`src/logic/lpc_regs.vh`:
```
// Purpose : Constants for the loop power, poll and clear block
// Assumes : Included by bare name from logic/lpc_core.v
// Notes   : Command codes arrive already decoded as one-cycle strobes
`ifndef LPC_REGS_VH
`define LPC_REGS_VH

// Power function state codes
`define LPC_PWR_OFF      3'h0
`define LPC_PWR_ON       3'h1
`define LPC_PWR_UP       3'h2
`define LPC_PWR_PEND     3'h3
`define LPC_PWR_HOLD     3'h4

// Poll function state codes
`define LPC_POLL_IDLE    2'h0
`define LPC_POLL_STBY    2'h1
`define LPC_POLL_ACT     2'h2

// Poll enable command field positions
`define LPC_PE_BIT_HI    2
`define LPC_PE_BIT_LO    0
`define LPC_PE_SENSE     3

// Reset values and frame width
`define LPC_POLL_BIT_RST 3'h0
`define LPC_FRAME_W      8

`endif

```
`src/logic/lpc_core.v`:
```
// Purpose : Loop device power-down, parallel poll and device clear logic
// Assumes : Frame decoder gives one-cycle strobes on ref_clk; loop_pulse
//           is a raw pin, synchronised here
//           local messages and device inputs are on ref_clk
// Notes   : Full power capability unless minimal_power is tied high;
//           an enable that lands during an active poll keeps the old
//           bit and sense, since the frame in flight must not change
`timescale 1ns/1ns
`include "lpc_regs.vh"

module lpc_core (
  // Clock and reset
  input  wire       ref_clk,
  input  wire       rstn,
  // Capability strap
  input  wire       minimal_power,
  // Loop pin
  input  wire       loop_pulse,
  // Decoded remote messages, one-cycle strobes
  input  wire       msg_strobe,
  input  wire       loop_sleep_command,
  input  wire       ready_for_command_frame,
  input  wire       identify_frame,
  input  wire       poll_enable_command,
  input  wire [7:0] poll_enable_code,
  input  wire       poll_disable_command,
  input  wire       poll_unconfigure_command,
  input  wire       universal_clear_command,
  input  wire       selective_clear_command,
  // Other interface function states
  input  wire       listener_active_state,
  input  wire       controller_active,
  input  wire       acceptor_data_state,
  input  wire       driver_idle,
  input  wire       driver_transfer,
  // Local messages and device
  input  wire       local_force_on,
  input  wire       local_power_off,
  input  wire       local_power_on,
  input  wire       device_status,
  input  wire       device_accepted,
  // Identify frame data path
  input  wire [7:0] idy_data_in,
  output reg  [7:0] idy_data_out,
  // Status outputs
  output reg        off_state,
  output reg        power_on_state,
  output reg        normal_operating_state,
  output reg        down_pending_state,
  output reg        down_hold_state,
  output reg        retransmit_block,
  output reg        poll_standby_state,
  output reg        poll_active_state,
  output reg        clear_active_state
);

  // ********************************************************************
  // Reset release
  // ********************************************************************
  // Assertion is immediate; release takes two edges so no flop sees
  // the end of reset part-way through a clock period
  reg rst_m_r;
  reg rst_n_r;
  always @(posedge ref_clk or negedge rstn) begin
    if (!rstn) begin
      rst_m_r <= 1'b0;
      rst_n_r <= 1'b0;
    end else begin
      rst_m_r <= 1'b1;
      rst_n_r <= rst_m_r;
    end
  end

  // ********************************************************************
  // Loop pulse detector
  // ********************************************************************
  // Three stages; second and third agree before an edge counts. The
  // detector is never gated by the power state so the first pulse wakes.
  reg s1_r;
  reg s2_r;
  reg s3_r;
  reg pulse_lvl_r;
  // Only s2_r reads s1_r; s1_r may still be settling
  always @(posedge ref_clk or negedge rst_n_r) begin
    if (!rst_n_r) begin
      s1_r <= 1'b0;
      s2_r <= 1'b0;
      s3_r <= 1'b0;
    end else begin
      s1_r <= loop_pulse;
      s2_r <= s1_r;
      s3_r <= s2_r;
    end
  end

  // Accepted level of the pin; moves once the last two stages agree
  always @(posedge ref_clk or negedge rst_n_r) begin
    if (!rst_n_r)
      pulse_lvl_r <= 1'b0;
    else if (s2_r == s3_r)
      pulse_lvl_r <= s3_r;
  end

  // ********************************************************************
  // Wake event
  // ********************************************************************
  // One cycle per accepted pin change, only while off or powering on,
  // so ordinary loop traffic never re-enters the power-on state
  reg wake_r;
  reg [2:0] pwr_r;
  reg [2:0] pwr_nxt;
  // Seen one cycle before pulse_lvl_r catches up with the pin
  wire pulse_edge = (s2_r == s3_r) && (s3_r != pulse_lvl_r);
  always @(posedge ref_clk or negedge rst_n_r) begin
    if (!rst_n_r)
      wake_r <= 1'b0;
    else if (minimal_power)
      wake_r <= 1'b0;
    else if (pwr_r == `LPC_PWR_OFF || pwr_r == `LPC_PWR_ON)
      wake_r <= pulse_edge;
    else
      wake_r <= 1'b0;
  end

  // ********************************************************************
  // Power function
  // ********************************************************************
  always @* begin
    pwr_nxt = pwr_r;
    case (pwr_r)
      `LPC_PWR_OFF: begin
        if (!local_power_off && (local_power_on || wake_r))
          pwr_nxt = `LPC_PWR_ON;
      end
      `LPC_PWR_ON: begin
        if (!local_power_on && !wake_r)
          pwr_nxt = `LPC_PWR_UP;
      end
      `LPC_PWR_UP: begin
        if (loop_sleep_command && !controller_active && !minimal_power)
          pwr_nxt = `LPC_PWR_PEND;
      end
      `LPC_PWR_PEND: begin
        if (ready_for_command_frame)
          pwr_nxt = `LPC_PWR_HOLD;
        else if (msg_strobe)
          pwr_nxt = `LPC_PWR_UP;
      end
      `LPC_PWR_HOLD: begin
        if (local_force_on)
          pwr_nxt = `LPC_PWR_UP;
        else if (driver_idle)
          pwr_nxt = `LPC_PWR_OFF;
      end
      default: pwr_nxt = `LPC_PWR_OFF;
    endcase
    // Local power-off beats every transition, a wake included
    if (local_power_off)
      pwr_nxt = `LPC_PWR_OFF;
  end

  always @(posedge ref_clk or negedge rst_n_r) begin
    if (!rst_n_r)
      pwr_r <= `LPC_PWR_ON;
    else
      pwr_r <= pwr_nxt;
  end

  // ********************************************************************
  // Power state outputs
  // ********************************************************************
  // Flags are decoded from the next state so they line up with pwr_r
  always @(posedge ref_clk or negedge rst_n_r) begin
    if (!rst_n_r) begin
      off_state              <= 1'b0;
      power_on_state         <= 1'b1;
      normal_operating_state <= 1'b0;
      down_pending_state     <= 1'b0;
      down_hold_state        <= 1'b0;
      retransmit_block       <= 1'b0;
    end else begin
      off_state              <= (pwr_nxt == `LPC_PWR_OFF);
      power_on_state         <= (pwr_nxt == `LPC_PWR_ON);
      normal_operating_state <= (pwr_nxt == `LPC_PWR_UP);
      down_pending_state     <= (pwr_nxt == `LPC_PWR_PEND);
      down_hold_state        <= (pwr_nxt == `LPC_PWR_HOLD);
      // The ready frame already in the driver finishes; nothing after
      // it leaves through the hold and the off state, until a force-on or power-on
      retransmit_block       <= (pwr_nxt == `LPC_PWR_HOLD) ||
                                (pwr_nxt == `LPC_PWR_OFF);
    end
  end

  // ********************************************************************
  // Interface function reset
  // ********************************************************************
  // Functions held in first state while off or powering on
  wire funcs_reset = (pwr_nxt == `LPC_PWR_OFF) ||
                     (pwr_nxt == `LPC_PWR_ON);

  // ********************************************************************
  // Parallel poll function
  // ********************************************************************
  reg [1:0] poll_r;
  reg [1:0] poll_nxt;
  reg [2:0] poll_bit_r;
  reg       poll_sense_r;
  // Enable and disable are addressed, so they need the listener active;
  // unconfigure is universal and reaches every device on the loop
  wire      pe_take = poll_enable_command && listener_active_state;
  wire      pe_kill = (poll_disable_command && listener_active_state) ||
                      poll_unconfigure_command;

  always @* begin
    poll_nxt = poll_r;
    case (poll_r)
      `LPC_POLL_IDLE: begin
        if (pe_take)
          poll_nxt = `LPC_POLL_STBY;
      end
      `LPC_POLL_STBY: begin
        if (pe_kill)
          poll_nxt = `LPC_POLL_IDLE;
        else if (identify_frame)
          poll_nxt = `LPC_POLL_ACT;
      end
      `LPC_POLL_ACT: begin
        if (pe_kill)
          poll_nxt = `LPC_POLL_IDLE;
        else if (driver_transfer)
          poll_nxt = `LPC_POLL_STBY;
      end
      default: poll_nxt = `LPC_POLL_IDLE;
    endcase
    // Off and power-on win over any message in the same cycle
    if (funcs_reset)
      poll_nxt = `LPC_POLL_IDLE;
  end

  always @(posedge ref_clk or negedge rst_n_r) begin
    if (!rst_n_r) begin
      poll_r             <= `LPC_POLL_IDLE;
      poll_standby_state <= 1'b0;
      poll_active_state  <= 1'b0;
    end else begin
      poll_r             <= poll_nxt;
      poll_standby_state <= (poll_nxt == `LPC_POLL_STBY);
      poll_active_state  <= (poll_nxt == `LPC_POLL_ACT);
    end
  end

  // ********************************************************************
  // Poll configuration
  // ********************************************************************
  // Bit number and sense are frozen while a poll is active, so the mask
  // cannot change under the identify frame being forwarded
  always @(posedge ref_clk or negedge rst_n_r) begin
    if (!rst_n_r) begin
      poll_bit_r   <= `LPC_POLL_BIT_RST;
      poll_sense_r <= 1'b0;
    end else if (funcs_reset) begin
      poll_bit_r   <= `LPC_POLL_BIT_RST;
      poll_sense_r <= 1'b0;
    end else if (pe_take && poll_r != `LPC_POLL_ACT) begin
      poll_bit_r   <= poll_enable_code[`LPC_PE_BIT_HI:`LPC_PE_BIT_LO];
      poll_sense_r <= poll_enable_code[`LPC_PE_SENSE];
    end
  end

  // ********************************************************************
  // Poll response
  // ********************************************************************
  // Response bit: sense 0 sets on false status, sense 1 on true status
  wire       resp_one = poll_sense_r ? device_status : !device_status;
  wire [7:0] resp_mask;
  // One compare per bit: a flat decode of the stored bit number
  genvar gi;
  generate
    for (gi = 0; gi < `LPC_FRAME_W; gi = gi + 1) begin : g_mask
      assign resp_mask[gi] = resp_one && (poll_bit_r == gi);
    end
  endgenerate

  // ********************************************************************
  // Identify frame data path
  // ********************************************************************
  // Every frame takes one register stage, polled or not, so the latency
  // through the device does not depend on the poll state
  always @(posedge ref_clk or negedge rst_n_r) begin
    if (!rst_n_r)
      idy_data_out <= 8'h00;
    else if (poll_nxt == `LPC_POLL_ACT || poll_r == `LPC_POLL_ACT)
      idy_data_out <= idy_data_in | resp_mask;
    else
      idy_data_out <= idy_data_in;
  end

  // ********************************************************************
  // Device clear function
  // ********************************************************************
  // Both commands drive the same single request, so they clear alike.
  // Interface state is never touched here; only the device sees it.
  wire clr_go = universal_clear_command ||
                (selective_clear_command &&
                 listener_active_state);

  always @(posedge ref_clk or negedge rst_n_r) begin
    if (!rst_n_r)
      clear_active_state <= 1'b0;
    else if (funcs_reset)
      clear_active_state <= 1'b0;
    // Set needs idle and clear needs active, so the two never collide
    else if (!clear_active_state && clr_go)
      clear_active_state <= 1'b1;
    else if (clear_active_state && device_accepted &&
             acceptor_data_state)
      clear_active_state <= 1'b0;
  end

endmodule // lpc_core

```
`config.mk`:
```
export PLATFORM = sky130hd
export DESIGN_NAME = lpc_core
export DESIGN_NICKNAME = d
export VERILOG_FILES = /design/src/logic/lpc_core.v
export VERILOG_INCLUDE_DIRS = /design/src /design/src/logic
export SDC_FILE = /design/constraint.sdc
export NUM_CORES = 1
export LEC_CHECK = 0
export BUFFER_PORTS_ARGS = -buffer_cell sky130_fd_sc_hd__buf_2
export CORE_MARGIN = 4
export CORE_UTILIZATION = 44
export CTS_BUF_LIST = sky130_fd_sc_hd__clkbuf_4
export DETAILED_ROUTE_END_ITERATION = 6
export PLACE_DENSITY = 0.73
export SKIP_LAST_GASP = 1
export SLEW_MARGIN = 20
export SYNTH_ARGS = -nofsm -noshare
export SYNTH_HDL_FRONTEND = slang
export SYNTH_SLANG_ARGS = --single-unit
```
`constraint.sdc`:
```
create_clock -name ref_clk -period 2.8 [get_ports ref_clk]
set_input_delay 0 -clock ref_clk [delete_from_list [all_inputs] [get_ports ref_clk]]
set_output_delay 0 -clock ref_clk [all_outputs]
set_load 0.03 [all_outputs]
```
# After elaboration in Yosys (flattened, before gate mapping)

Cells that the tools add are included.

Multiplexer cells: 27
Bitwise operators: 1
Eq/ne operators: 22
Reduce and logical (&&, ||, !) cells: 40

Operators with widths:

| kind               | count |
|---|---|
| $mux 3             | 10 |
| $logic_and 1x1->1  | 20 |
| $eq 3x2->1 const B | 6 |
| $eq 3x3->1 const B | 6 |
| $pmux 3 s5         | 1 |
| $mux 2             | 6 |
| $eq 3x1->1 const B | 3 |
| $logic_not 3->1    | 3 |
| $mux 1             | 8 |
| $mux 8             | 1 |
| $or 8x8->8         | 1 |
| $logic_not 1->1    | 7 |
| $logic_or 1x1->1   | 7 |
| $pmux 2 s3         | 1 |
| $eq 2x1->1 const B | 2 |
| $eq 2x2->1 const B | 2 |
| $reduce_bool 3->1  | 1 |
| $logic_not 2->1    | 1 |
| $ne 2x2->1 const B | 1 |
| $reduce_bool 2->1  | 1 |
| $eq 1x1->1         | 1 |
| $ne 1x1->1         | 1 |

Logic and storage cells: 111
Input bits: 39
Output and inout port bits: 17
Bits in registers: 33

# Logic depth before layout (Yosys ltp)

Word-level depth: 12
Depth in mapped cells: 6
Depth with buffers taken out: 4

# Least setup slack after synthesis

No wires, ideal clock.

Path kind: reg-to-reg
From: register pwr_r[1]
To: register clear_active_state
Slack: 1.228 ns
Required time: 2.704 ns
Clock period less this slack: 1.572 ns
Arrival time: 1.477 ns
Cell stages (with the launch flop): 7
Library setup time: 0.096 ns
Buffers on the path: 2
Cells stage by stage: dfrtp_1 buf_6 nor4_1 a32oi_2 a31o_1 buf_6 a311oi_2

Longest elaborated chain between the ends: 7
Elaborated cells on any way between the ends: 19
Those cells by class: eq/ne: 5; mux: 10; reduce/logical: 4

RTL lines:

| element                                                               | line                           | source |
|---|---|---|
| start: declaration                                                    | lpc_core.v:110                 | `reg [2:0] pwr_r;` |
| start signal: assignment                                              | lpc_core.v:164                 | `` pwr_r <= `LPC_PWR_ON; `` |
| start signal: assignment                                              | lpc_core.v:166                 | `pwr_r <= pwr_nxt;` |
| $mux 3 (on tied branches)                                             | lpc_core.v:152, lpc_core.v:146 |  |
| $mux 3 (on tied branches)                                             | lpc_core.v:150, lpc_core.v:144 |  |
| $pmux 3 s5 (*)                                                        | lpc_core.v:130                 | `case (pwr_r)` |
| $mux 3 (*)                                                            | lpc_core.v:158                 | `if (local_power_off)` |
| $eq 3x1->1 (no source line) / $logic_not 3->1 (equally long branches) | n/a                            |  |
| $logic_or 1x1->1 (*)                                                  | lpc_core.v:198                 | `` wire funcs_reset = (pwr_nxt == `LPC_PWR_OFF) \|\| `` |
| $reduce_bool 3->1 (no source line) / $mux 1 (equally long branches)   | n/a                            |  |
| end signal: assignment                                                | lpc_core.v:309                 | `clear_active_state <= 1'b0;` |
| end signal: assignment                                                | lpc_core.v:311                 | `clear_active_state <= 1'b0;` |
| end signal: assignment                                                | lpc_core.v:314                 | `clear_active_state <= 1'b1;` |
| end: declaration                                                      | lpc_core.v:54                  | `output reg clear_active_state` |

Every way passes the cells marked *; elsewhere a longest branch is shown, timed or not.
A chain may end at the register's enable or synchronous reset.

# Worst setup path after layout

Same ends and word-level chain as after synthesis.

==> impl_metrics.tcl <==
set metrics [dict create \
    ff_latch_area_um2 828.3 \
    cap_violations 0 \
    grt_max_degree 21 \
    status "finished, final reports clean" \
    clkLatencyLatePin_ns 0.34 \
    start_util 0.4698 \
    layout-drive-gt1-share 0.3383 \
    ioPinCount 56 \
    grt_pass1_wl_mm 5.720 \
    final_cells 245 \
    startpoint_type "flop" \
    required_ns 3.09 \
    via_per_inst 5.298 \
    dp_cells 218 \
    drtIter0Drc 84 \
    core_area_um2 3103 \
    cts_max_path_buffers 2 \
    h-tree-depth 2 \
    drc_errors 0 \
    fp-row-count 20 \
    fp.dieH_um 65.56 \
    ctsResizeCount 0 \
    yosys-top-cells-area "dfrtp_1, a221o_1, nor4_1, dfstp_2, nor2_1" \
    pre_cts_ws_ns 1.020 \
    place_congestion 0.7298 \
    r2r-start "pwr_r[1]" \
    multi_input_area_um2 584.3 \
    ys_ff_latch 33 \
    fin_ws_ns 0.4713 \
    cts_tree "built" \
    finalSetupViolations 0 \
    grt_pass1_vias 1298 \
    route.vias.total 1298 \
    synth_top_area_frac 0.5322 \
    syn_inst 127 \
    syn-num-nets 166 \
    cts-root-buf "clkbuf_4" \
    nFillCells 262 \
    powerDensity_nw_per_um2 470.4 \
    fmax_mhz 429.4 \
    final_nets 239 \
    tns_ns 0 \
    cp_data_arrival_time_ns 2.62 \
    skew_ns 0.02108 \
    relSlewSlack 0.4393 \
    finalCritPeriodShare 0.8317 \
    grt_antenna_before_repair 0 \
    cts_made_buffers 5 \
    cts.sinks 33 \
    ant_nets 0 \
    hp-class "in2reg" \
    tightest_slew_ns 0.8382 \
    rsz0062_at_grt "false" \
    crit_start "pwr_r[1]" \
    die-area_um2 4297 \
    path_clk_slew_ns 0.11 \
    gr-total-overflow 0 \
    hold_viol_final 0 \
    first_pass_iters 4 \
    worstSetupPathType "reg2reg" \
    slew_viol_final 0 \
    hpwl_mm 2.365 \
    min_period_ns 2.329 \
    rrSetupSlack_ns 0.47 \
    n_antenna_cell 0 \
    io_buffer_count 51 \
    synthToLayoutAreaGrowth_pct 35.79 \
    yosysTopAreaCell "dfrtp_1" \
    wirelength_mm 3.348 \
    ys_seq_area_frac 0.5682 \
    hp-start "ready_for_command_frame" \
    irDropWorstVdd_mv 0.2468 \
    chipWidth_um 65.56 \
    cp-end-kind "flop" \
    leakagePower_nw 0.8848 \
    track_usage 0.1771 \
    syn_area_per_cell_um2 11.48 \
    wl_per_cell_um 13.67 \
    ys_types 36 \
    crit_fanout 10 \
    netlist_area_um2 1458 \
    yosysWarnings 0 \
    timing.hold.ws_ns 0.06399 \
]
## cells in the mapped netlist
library cell / instances
a2111oi_4: 1
a211oi_1: 1
a21o_1: 1
a21oi_1: 7
a221o_1: 9
a311oi_2: 1
a31o_1: 1
a31oi_1: 1
a31oi_2: 1
a32oi_2: 1
and2_1: 2
buf_6: 3
clkbuf_1: 2
conb_1: 1
dfrtp_1: 31
dfstp_2: 2
inv_1: 1
maj3_1: 1
mux2i_1: 1
nand2_1: 9
nand2b_1: 3
nand3b_1: 1
nor2_1: 14
nor2b_1: 4
nor3_1: 5
nor3_2: 1
nor3b_1: 1
nor4_1: 9
nor4b_1: 1
nor4b_2: 1
o21ai_0: 5
o21ai_1: 1
o22ai_1: 1
or2b_1: 1
or3b_1: 1
xor2_1: 1
## final cells by class
class,instances,area share
tap,44,0.02781
inverter,1,0.001896
clock buffer,5,0.01896
timing repair buffer,71,0.2288
clock inverter,3,0.008850
multi-input combinational,88,0.2952
sequential,33,0.4185
## power breakdown
group | switching (mW) | internal, mW | total, mW | leakage [nW]
Sequential | 0.0199 | 0.502 | 0.522 | 0.413
Clock | 0.162 | 0.0945 | 0.256 | 0.0310
Combinational | 0.0841 | 0.0688 | 0.153 | 0.440
## critical path, cell delays in order (launching register included)
cell and delay [ns]:
dfrtp_1 0.50, nor4_1 0.39, a32oi_2 0.15, a31o_1 0.39
a311oi_2 0.27, dlygate4sd3_1 0.57
## worst paths after layout
kind / to / cells after the start
min: pwr_r[2] / 3
max reg2reg: clear_active_state / 5
max in group asynchronous: power_on_state / 1
min reg2reg: clear_active_state / 0
max: clear_active_state / 5
min in group asynchronous: clear_active_state / 0
## what timing repair did
action                                 4_1_cts  5_1_grt
hold buffers                                19        0
endpoints found under the hold margin       23        0
setup buffers                                0        0
## layer usage
metal,vias to the layer above,share of wire,global-route usage
met5,-,0,0
met4,0,0.044,0.09067
met3,18,0.080,0.05983
met2,69,0.51,0.3135
met1,592,0.37,0.1847
li1,619,-,-
## placed cells by master, fill, tap and decap left out, types with 2 or more instances in the layout
master and count:
a21oi_1 7, a221o_1 9, and2_1 2, buf_2 51, clkbuf_4 5, clkinv_2 2, dfrtp_1 31, dfstp_2 2
dlygate4sd3_1 19, nand2_1 9, nand2b_1 3, nor2_1 14, nor2b_1 4, nor3_1 5, nor4_1 9, o21ai_0 5
## sequential cells by signal (all words and copies together) (netlist names), 2 cells and up
| register | cells |
|---|---|
| idy_data_out | 8 |
| pwr_r | 3 |
| poll_bit_r | 3 |
| poll_r | 2 |
## through the flow
step / instance area [um2] / util / power (mW)
floorplan: 1458 / - / 0.6134
global placement: 1734 / 0.5589 / 0.6578
detailed placement: 1734 / 0.5589 / 0.6637
CTS: 1979 / 0.6379 / 0.9390
global route: 1979 / 0.6379 / 0.9820
finish: 1979 / 0.6379 / 0.9310
## logic make-up after synthesis
group           count (synthesis)  synth area share
other cells                     1          0.002573
buf+inv                         6           0.03090
simple gates                   53            0.1983
mux                             1          0.006867
flops                          33            0.5682
fa+ha+maj                       1          0.006867
xor+xnor                        1          0.006010
compound gates                 31            0.1803
Power figures use the tool's default switching activity.
